==> src/dec_map.svh <==
// Register offsets, field positions, reset values and widths of the
// debug event combiner. Assumes inclusion by bare name, once per unit.
`ifndef DEC_MAP_SVH
`define DEC_MAP_SVH

// ****************************************************************
// Register byte offsets and combiner address field codes
// ****************************************************************
`define DEC_CTRL       8'h00
`define DEC_SW_COUNT   8'h04
`define DEC_PMEM_SIZE  8'h08
`define DEC_PREV_PC    8'h0C
`define DEC_STATUS     8'h10
`define DEC_MASK       8'h14
`define DEC_COMB_BASE  2'h1
`define DEC_COMB_CFG   2'h0
`define DEC_COMB_SELLO 2'h1
`define DEC_COMB_SELHI 2'h2

// ****************************************************************
// Field positions
// ****************************************************************
`define DEC_CTRL_RUN    0
`define DEC_CTRL_CLR    1
`define DEC_CTRL_OOB    2
`define DEC_CFG_EN      0
`define DEC_CFG_AND     1
`define DEC_CFG_LAST    2
`define DEC_CFG_ACT     5
`define DEC_ST_OOB      4
`define DEC_ST_WRAP     5

// ****************************************************************
// Sizes and reset values
// ****************************************************************
`define DEC_NCOMB       4
`define DEC_NMEM        8
`define DEC_NBP         32
`define DEC_SEL_W       6
`define DEC_PC_W        16
`define DEC_NST         6
`define DEC_PMEM_RST    16'h8000
`endif

==> src/dec_pkg.sv <==
// Types shared by the debug event combiner modules.
// Assumes dec_map.svh sits in the include path.
package dec_pkg;
    typedef enum logic [1:0] {
        DEC_BUS_IDLE = 2'b01,
        DEC_BUS_RD   = 2'b10
    } dec_bus_t;

    typedef enum logic [1:0] {
        DEC_ACT_NONE = 2'h0,
        DEC_ACT_HALT = 2'h1,
        DEC_ACT_TRIG = 2'h2,
        DEC_ACT_BOTH = 2'h3
    } dec_act_t;
endpackage

==> src/dec_combiner.sv <==
// One event combiner: sequence or latched-AND over up to eight members.
// Assumes member hits are one-cycle pulses on clk.
`timescale 1ns/100ps
`include "dec_map.svh"
module dec_combiner (
    // Clock and reset
    input  wire logic       clk,
    input  wire logic       resetn,
    // Configuration
    input  wire logic       en,
    input  wire logic       and_mode,
    input  wire logic [2:0] last,
    input  wire logic       clear,
    // Events
    input  wire logic [7:0] hit,
    output logic            fire
);
    import dec_pkg::*;

    logic [2:0] step;
    logic [7:0] latched;
    logic [7:0] used;
    logic [7:0] next_latched;
    logic [2:0] want;
    logic       next_fire;

    genvar g;
    generate
        for (g = 0; g < `DEC_NMEM; g++) begin : g_used
            assign used[g] = (3'(g) <= last);
        end
    endgenerate

    // Entry listed last is matched first, entry 0 completes
    assign want = 3'(last - step);
    assign next_latched = latched | (hit & used);

    always_comb begin
        next_fire = 1'b0;
        if (en && !clear) begin
            if (and_mode)
                next_fire = ((next_latched & used) == used);
            else
                next_fire = hit[want] && (step == last);
        end
    end

    // ****************************************************************
    // Progress state
    // ****************************************************************
    always_ff @(posedge clk or negedge resetn) begin
        if (!resetn) begin
            step    <= 3'h0;
            latched <= 8'h00;
        end else if (clear || !en || next_fire) begin
            step    <= 3'h0;
            latched <= 8'h00;
        end else if (and_mode) begin
            latched <= next_latched;
        end else if (hit[want]) begin
            step <= 3'(step + 3'h1);
        end
    end

    always_ff @(posedge clk or negedge resetn) begin
        if (!resetn)
            fire <= 1'b0;
        else
            fire <= next_fire;
    end
endmodule

==> src/dec_top.sv <==
// Debug event logic: four combiners, stopwatch, out-of-bounds detector.
// Assumes breakpoint hits, cycle strobe and PCs come from logic on clk.
//
// Added by the designer: the register offsets and the AHB-Lite slave port.
`timescale 1ns/100ps
`include "dec_map.svh"

// How it works
// - Four independent combiners, each reducing up to eight member events to one.
// - A combiner event can request halt, trigger-out, or both.
// - Combiner members come only from breakpoint hits or combiner outputs.
// - In sequence mode earlier members never halt; only the final one fires.
// - Sequence runs bottom-up: highest entry matched first, entry 0 completes.
// - Latched-AND records each member hit, fires once all are recorded.
// - A combiner output can be a member of another combiner.
// - 32-bit stopwatch counts every instruction cycle while running.
// - Count advances per cycle, so multi-cycle instructions add all cycles.
// - Fetched PC at or beyond program memory size raises an event.
// - Out-of-bounds event acts only when enabled, and then halts.
// - PC of last executed instruction is kept readable after that halt.
// - Each action selects halt only, trigger only, or both; here combiner action code 0 selects neither, and out-of-bounds always halts.
module dec_top (
    // Clock and reset
    input  wire logic                   clk,
    input  wire logic                   resetn,
    // AHB-Lite slave
    input  wire logic                   hsel,
    input  wire logic [31:0]            haddr,
    input  wire logic [1:0]             htrans,
    input  wire logic                   hwrite,
    input  wire logic [2:0]             hsize,
    input  wire logic [31:0]            hwdata,
    input  wire logic                   hready,
    output logic      [31:0]            hrdata,
    output logic                        hreadyout,
    output logic                        hresp,
    // Breakpoint comparators and core
    input  wire logic [`DEC_NBP-1:0]    bp_hit,
    input  wire logic                   instr_cycle,
    input  wire logic                   fetch_valid,
    input  wire logic [`DEC_PC_W-1:0]   fetch_pc,
    input  wire logic                   exec_valid,
    input  wire logic [`DEC_PC_W-1:0]   exec_pc,
    // Halt controller, trigger pin, interrupt
    output logic                        halt_req,
    output logic                        trig_out,
    output logic                        irq
);
    import dec_pkg::*;

    // ****************************************************************
    // Register state
    // ****************************************************************
    dec_bus_t                 bus_state;
    logic                     wr_pend;
    logic [7:0]               wr_addr;
    logic [7:0]               rd_addr;
    logic                     sw_run;
    logic                     oob_en;
    logic [31:0]              sw_count;
    logic [`DEC_PC_W-1:0]     pmem_size;
    logic [`DEC_PC_W-1:0]     last_pc;
    logic [`DEC_PC_W-1:0]     prev_pc;
    logic [`DEC_NST-1:0]      status;
    logic [`DEC_NST-1:0]      mask;
    logic [7:0]               cfg    [`DEC_NCOMB];
    logic [47:0]              sel    [`DEC_NCOMB];
    logic [`DEC_NCOMB-1:0]    cfg_wr;
    logic [`DEC_NCOMB-1:0]    comb_fire;
    logic [`DEC_NCOMB-1:0]    act_halt;
    logic [`DEC_NCOMB-1:0]    act_trig;
    logic [63:0]              src;
    logic [`DEC_NST-1:0]      st_set;
    logic                     acc;
    logic                     do_wr;
    logic                     sw_clr_wr;
    logic                     oob_hit;
    logic                     sw_wrap;
    logic                     st_rd;
    logic [31:0]              rd_val;

    assign acc       = hsel && hready && htrans[1];
    assign do_wr     = wr_pend;
    assign sw_clr_wr = do_wr && wr_addr == `DEC_CTRL && hwdata[`DEC_CTRL_CLR];
    assign st_rd     = bus_state == DEC_BUS_RD && rd_addr == `DEC_STATUS;

    // ****************************************************************
    // Bus slave: writes take no wait, reads take one
    // ****************************************************************
    always_ff @(posedge clk or negedge resetn) begin
        if (!resetn) begin
            bus_state <= DEC_BUS_IDLE;
            wr_pend   <= 1'b0;
            wr_addr   <= 8'h00;
            rd_addr   <= 8'h00;
            hreadyout <= 1'b1;
            hrdata    <= 32'h0000_0000;
            hresp     <= 1'b0;
        end else begin
            hresp   <= 1'b0;
            wr_pend <= acc && hwrite;
            if (acc)
                wr_addr <= haddr[7:0];
            case (bus_state)
                DEC_BUS_IDLE: begin
                    if (acc && !hwrite) begin
                        rd_addr   <= haddr[7:0];
                        hreadyout <= 1'b0;
                        bus_state <= DEC_BUS_RD;
                    end
                end
                DEC_BUS_RD: begin
                    // Wait state lets a write just before land first
                    hrdata    <= rd_val;
                    hreadyout <= 1'b1;
                    bus_state <= DEC_BUS_IDLE;
                end
                default: begin
                    hreadyout <= 1'b1;
                    bus_state <= DEC_BUS_IDLE;
                end
            endcase
        end
    end

    // Unmapped addresses read as zero
    always_comb begin
        rd_val = 32'h0000_0000;
        if (rd_addr[7:6] == `DEC_COMB_BASE) begin
            case (rd_addr[3:2])
                `DEC_COMB_CFG:   rd_val = {24'h0, cfg[rd_addr[5:4]]};
                `DEC_COMB_SELLO: rd_val = {8'h0, sel[rd_addr[5:4]][23:0]};
                `DEC_COMB_SELHI: rd_val = {8'h0, sel[rd_addr[5:4]][47:24]};
                default:         rd_val = 32'h0000_0000;
            endcase
        end else begin
            case (rd_addr)
                `DEC_CTRL:      rd_val = {29'h0, oob_en, 1'b0, sw_run};
                `DEC_SW_COUNT:  rd_val = sw_count;
                `DEC_PMEM_SIZE: rd_val = {16'h0, pmem_size};
                `DEC_PREV_PC:   rd_val = {16'h0, prev_pc};
                `DEC_STATUS:    rd_val = {26'h0, status};
                `DEC_MASK:      rd_val = {26'h0, mask};
                default:        rd_val = 32'h0000_0000;
            endcase
        end
    end

    // ****************************************************************
    // Control registers
    // ****************************************************************
    always_ff @(posedge clk or negedge resetn) begin
        if (!resetn) begin
            sw_run    <= 1'b0;
            oob_en    <= 1'b0;
            pmem_size <= `DEC_PMEM_RST;
            mask      <= '0;
        end else if (do_wr) begin
            case (wr_addr)
                `DEC_CTRL: begin
                    sw_run <= hwdata[`DEC_CTRL_RUN];
                    oob_en <= hwdata[`DEC_CTRL_OOB];
                end
                `DEC_PMEM_SIZE: pmem_size <= hwdata[`DEC_PC_W-1:0];
                `DEC_MASK:      mask      <= hwdata[`DEC_NST-1:0];
                default: ;
            endcase
        end
    end

    // ****************************************************************
    // Combiner configuration and nesting
    // ****************************************************************
    always_ff @(posedge clk or negedge resetn) begin
        if (!resetn) begin
            for (int i = 0; i < `DEC_NCOMB; i++) begin
                cfg[i] <= 8'h00;
                sel[i] <= 48'h0;
            end
        end else if (do_wr && wr_addr[7:6] == `DEC_COMB_BASE) begin
            case (wr_addr[3:2])
                `DEC_COMB_CFG:   cfg[wr_addr[5:4]] <= hwdata[7:0];
                `DEC_COMB_SELLO: sel[wr_addr[5:4]][23:0] <= hwdata[23:0];
                `DEC_COMB_SELHI: sel[wr_addr[5:4]][47:24] <= hwdata[23:0];
                default: ;
            endcase
        end
    end

    // Source codes 0..31 are breakpoints, 32..35 are combiner outputs;
    // registered outputs keep nested loops free of combinational paths.
    assign src = {28'h0, comb_fire, bp_hit};

    genvar gc, gm;
    generate
        for (gc = 0; gc < `DEC_NCOMB; gc++) begin : g_comb
            logic [7:0] mhit;
            for (gm = 0; gm < `DEC_NMEM; gm++) begin : g_mem
                assign mhit[gm] = src[sel[gc][gm*`DEC_SEL_W +: `DEC_SEL_W]];
            end
            assign cfg_wr[gc] = do_wr && wr_addr[7:6] == `DEC_COMB_BASE
                                && wr_addr[5:4] == 2'(gc);
            assign act_halt[gc] = cfg[gc][`DEC_CFG_ACT];
            assign act_trig[gc] = cfg[gc][`DEC_CFG_ACT+1];
            dec_combiner u_comb (
                .clk      (clk),
                .resetn   (resetn),
                .en       (cfg[gc][`DEC_CFG_EN]),
                .and_mode (cfg[gc][`DEC_CFG_AND]),
                .last     (cfg[gc][`DEC_CFG_LAST +: 3]),
                .clear    (cfg_wr[gc]),
                .hit      (mhit),
                .fire     (comb_fire[gc])
            );
        end
    endgenerate

    // ****************************************************************
    // Stopwatch
    // ****************************************************************
    assign sw_wrap = sw_run && instr_cycle && sw_count == 32'hFFFF_FFFF;

    // Strobe is per instruction cycle, not per retired instruction
    always_ff @(posedge clk or negedge resetn) begin
        if (!resetn)
            sw_count <= 32'h0000_0000;
        else if (sw_clr_wr)
            sw_count <= 32'h0000_0000;
        else if (sw_run && instr_cycle)
            sw_count <= sw_count + 32'h0000_0001;
    end

    // ****************************************************************
    // Out-of-bounds detection
    // ****************************************************************
    assign oob_hit = oob_en && fetch_valid && fetch_pc >= pmem_size;

    always_ff @(posedge clk or negedge resetn) begin
        if (!resetn) begin
            last_pc <= '0;
            prev_pc <= '0;
        end else begin
            if (exec_valid)
                last_pc <= exec_pc;
            if (oob_hit)
                prev_pc <= last_pc;
        end
    end

    // ****************************************************************
    // Actions
    // ****************************************************************
    always_ff @(posedge clk or negedge resetn) begin
        if (!resetn) begin
            halt_req <= 1'b0;
            trig_out <= 1'b0;
        end else begin
            halt_req <= |(comb_fire & act_halt) || oob_hit;
            trig_out <= |(comb_fire & act_trig);
        end
    end

    // ****************************************************************
    // Interrupt status: read clears, a new event wins
    // ****************************************************************
    assign st_set = {sw_wrap, oob_hit, comb_fire};

    always_ff @(posedge clk or negedge resetn) begin
        if (!resetn) begin
            status <= '0;
            irq    <= 1'b0;
        end else begin
            status <= (status & ~{`DEC_NST{st_rd}}) | st_set;
            irq    <= |(status & mask);
        end
    end
endmodule

==> config.mk <==
export PLATFORM = sky130hd
export DESIGN_NAME = dec_top
export DESIGN_NICKNAME = d
export VERILOG_FILES = /design/src/dec_pkg.sv /design/src/dec_combiner.sv /design/src/dec_top.sv
export VERILOG_INCLUDE_DIRS = /design/src
export SDC_FILE = /design/constraint.sdc
export NUM_CORES = 1
export LEC_CHECK = 0
export BUFFER_PORTS_ARGS = -buffer_cell sky130_fd_sc_hd__clkbuf_2
export CELL_PAD_IN_SITES_DETAIL_PLACEMENT = 0
export CELL_PAD_IN_SITES_GLOBAL_PLACEMENT = 1
export CORE_ASPECT_RATIO = 0.5
export CORE_MARGIN = 2
export CORE_UTILIZATION = 40
export DETAILED_ROUTE_END_ITERATION = 6
export PLACE_DENSITY = 0.73
export SLEW_MARGIN = 5
export SYNTH_ARGS = -nofsm -noshare
export SYNTH_HDL_FRONTEND = slang
export SYNTH_SLANG_ARGS = --single-unit
==> constraint.sdc <==
create_clock -name clk -period 4.7 [get_ports clk]
set_clock_uncertainty 0.1 [all_clocks]
set_input_delay 0 -clock clk [delete_from_list [all_inputs] [get_ports clk]]
set_output_delay 0 -clock clk [all_outputs]
set_load 0.02 [all_outputs]
==> results by group <==
Detailed routing
  • Via-per-instance ratio: 6.718
  • Initial DRC Count: approximately 3000
  • Final ANT Viol Nets: 0
  • Total number of vias: between 20000 and 25000
  • Pre-antenna DRT Iters: 7
  • WL final: about 110000 µm
  • Wire per inst: between 30 and 40 µm
  • Drt drc: 5

Hold path
  • Hold crit path type: in2reg
  • HP Start: hwdata[1]

Setup path
  • WP data required: 5.14 ns
  • Worst setup startpoint: g_comb[2].u_comb.fire
  • R2R Path Start: g_comb[2].u_comb.fire
  • CP Launch Type: flip-flop
  • Crit path DAT: 4.63 ns
  • Setup CP Type: reg2reg
  • Max incr delay on CP: 0.82 ns
  • Most frequent CP cell: mux4_2
  • Crit-path slowest cell: dfrtp_1
  • CP Max Fanout: 17
  • Setup crit end kind: flip-flop
  • CP cell instances: buf_4 -> mux4_2 -> and3_1 -> o31ai_1 -> mux4_2 -> o22ai_1 -> a41oi_1 -> nand3b_1 -> nor2_1

Synthesis
  • Asr flop ratio synth: 1.000
  • Seq cells post-synth: 420
  • Number of synthesized flops with an enable pin: 0
  • Post-synthesis sequential area ratio: 0.3514
  • Post-synthesis cell count: around 2400
  • Net Count, Synth: approximately 2600
  • Top cell type's share of synthesized area: 0.3496
  • Synth Cell Area: 0.02992 mm²
  • Ys flop type: dfrtp_1
  • Synth cell types: between 80 and 90
  • Synth area leader: dfrtp_1
  • Avg Inst Size Synth: 12.43 µm²
  • Warnings from Yosys: 0
  • Synth top area cells: dfrtp_1 (35%), mux4_2 (27%), mux2_2 (12%)

GRT
  • Gr ovfl total: 0
  • First-pass GRT wire length: between 150000 and 200000 µm
  • Initial antenna violation count: 7
  • Total GRT Usage: 0.2755
  • Vias in the first global route: between 20000 and 25000
  • Largest net degree at the start of global routing: between 100 and 150

Pwr
  • Worst VDD drop: about 0.24 mV
  • P_leak: approximately 14 nW
  • Total Power: roughly 11 mW
  • Cell Pwr Density: between 300 and 400 mW/mm²

Final layout
  • Area growth, synth to finish: 13.67%
  • Layout fillers: ~6600
  • Sequential cell area: 0.01052 mm²
  • # diodes: 0
  • Share of cells above drive strength 1: 0.4040
  • Multi-input logic area: 0.01813 mm²
  • Layout Nets: roughly 2700

Die
  • Core box area: ~0.074 mm²
  • # IOs: 178
  • Starting Density: 0.4066
  • Die Span X: between 300 and 400 µm
  • Rows: 70
  • Die area: between 0.07 and 0.08 mm²
  • Die Height: 197.4 µm

Status
  • Failing checks: design-rule violations
  • Status: finished with violations

Clock network
  • CTS tree: done
  • Clock-pin slew on the worst setup and hold paths: about 0.070 ns
  • Root Driver: clkbuf_16
  • # clock sinks: 420
  • Clock Latency Late Sink: 0.62 ns
  • Clk buf depth: 3
  • Total CTS buffers: 44
  • H-Tree Depth: 2

STA
  • RSZ-0062 raised after global routing: no
  • Min Tclk post-route: about 4.2 ns
  • Final setup fails: 0
  • FMAX: ~240 MHz
  • Max-slew headroom: 0.2091
  • Setup TNS: 0 ns
  • Pins Over Slew Limit: 0
  • Hold Fails Final Rpt: 0
  • Worst Tran Pin Value: 1.180 ns
  • Tcrit/Tclk final: 0.8913

Place
  • HPWL after DPL: roughly 71000 µm
  • GPL Wtd Cong: slightly above 0.9
  • I/O Buffers: 140

Run
  • Max_cap viols: 0
## registers in the layout, summed over array words and instances (netlist names)
signal                 flops
sel                      192
g_comb.u_comb.latched     32
hrdata                    32
sw_count                  32
cfg                       24
last_pc                   16
pmem_size                 16
prev_pc                   16
g_comb.u_comb.step        12
rd_addr                    8
wr_addr                    8
mask                       6
status                     6
act_halt                   4
act_trig                   4
g_comb.u_comb.fire         4
bus_state                  2
do_wr                      1
halt_req                   1
irq                        1
oob_en                     1
sw_run                     1
trig_out                   1
## per-layer routing
| metal | share of wire | global-route usage | vias to the layer above | wire length, µm |
|---|---|---|---|---|
| met2 | 0.45 | 0.4204 | 1604 | 47820 |
| met1 | 0.38 | 0.3570 | 11990 | 40240 |
| met4 | 0.045 | 0.1226 | 12 | 4817 |
| li1 | - | - | 9440 | - |
| met5 | 0.00072 | 0 | - | 76 |
| met3 | 0.12 | 0.09355 | 347 | 13180 |
## kinds of logic after synthesis
family                   share of synthesized area
AO/OA/AOI/OAI                              0.06792
XOR/XNOR                                   0.01200
adder cells (fa/ha/maj)                    0.01606
buffers and inverters                      0.04433
flip-flops                                  0.3514
multiplexers                                0.4232
other                                    0.0001253
AND/OR/NAND/NOR                            0.08498
## cells in the mapped netlist, types with 22 or more instances
master	n
buf_1	25
a22oi_1	34
a21oi_1	58
mux2i_1	81
nor3_1	32
mux4_2	356
nor3b_1	22
nor2_1	128
clkbuf_1	230
inv_1	52
buf_2	28
mux2_2	320
dfrtp_1	418
ha_1	32
nor2b_1	29
o21ai_0	71
nand3_1	26
xor2_1	26
nand2_1	141
## cells in the final DEF (no fill, tap or decap), types with 14 or more instances in the layout
master         netlist  layout
xnor2_1             15      15
clkbuf_16            0      45
nand2b_1            17      16
a22oi_1             34      34
inv_1               52      52
xor2_1              26      26
buf_4                1      79
nand2_1            141     139
mux4_2             356     356
dlygate4sd3_1        0      73
a31oi_1             14      14
nand3b_1            15      15
mux2i_1             81      81
mux2_2             320     320
o21ai_0             71      71
ha_1                32      32
nor2_1             128     124
nor2b_1             29      27
nor3b_1             22      21
nor4b_1             15      15
dfrtp_1            418     415
nor3_1              32      31
a21oi_1             58      57
buf_12               0      17
nand3_1             26      26
clkbuf_2             0     139
## worst max-delay path: cells and delay by family, from the launching register on
family                 cells  cell delay, ns
AND/OR/NAND/NOR            3            0.82
multiplexers               2            0.85
buffers and inverters      1            0.38
flip-flops                 1            0.82
AO/OA/AOI/OAI              3            1.12
## through the flow
stage | area [µm²] | setup WS [ns] | hold WS [ns] | cells | utilization
4_1_cts | 34010 | 0.5939 | 0.009183 | 3482 | 0.4622
2_1_floorplan | 29920 | 1.214 | -0.3956 | 2406 | -
3_5_place_dp | 31710 | 0.6196 | -0.04482 | 3328 | 0.4310
5_1_grt | 34010 | 0.2556 | 0.01939 | 3482 | 0.4622
3_3_place_gp | 31710 | 0.5779 | -0.05111 | 3328 | 0.4310
6_report | 34010 | 0.5108 | 0.009351 | 3482 | 0.4622
## path summary, 6_finish.rpt
check / slack, ns / cells after the start / end
max reg2reg: 0.51 / 9 / g_comb[3].u_comb.latched[3]
max in group asynchronous: 3.82 / 3 / g_comb[0].u_comb.fire
min reg2reg: 0.37 / 2 / rd_addr[0]
max: 0.51 / 9 / g_comb[3].u_comb.latched[3]
min in group asynchronous: 0.02 / 3 / sel[115]
min: 0.009 / 2 / sel[169]
## cell type report
type | instances | area share
Sequential cell | 420 | 0.3093
Clock inverter | 18 | 0.008352
Inverter | 53 | 0.005850
Tap cell | 972 | 0.03576
Timing Repair Buffer | 310 | 0.07064
Clock buffer | 62 | 0.03705
Multi-Input combinational cell | 1647 | 0.5330
## where the power goes
group / internal [mW] / total [mW] / switching, mW / leakage, nW
Combinational: 1.39 / 2.75 / 1.37 / 7.45
Sequential: 3.91 / 4.45 / 0.540 / 5.37
Clock: 2.21 / 3.84 / 1.62 / 0.748
## timing repair
action | CTS | global route
endpoints found under the hold margin | 641 | 0
hold buffers | 74 | 0
buffers inserted | 0 | 0
resized for setup | 0 | 0
Power figures use the tool's default switching activity.
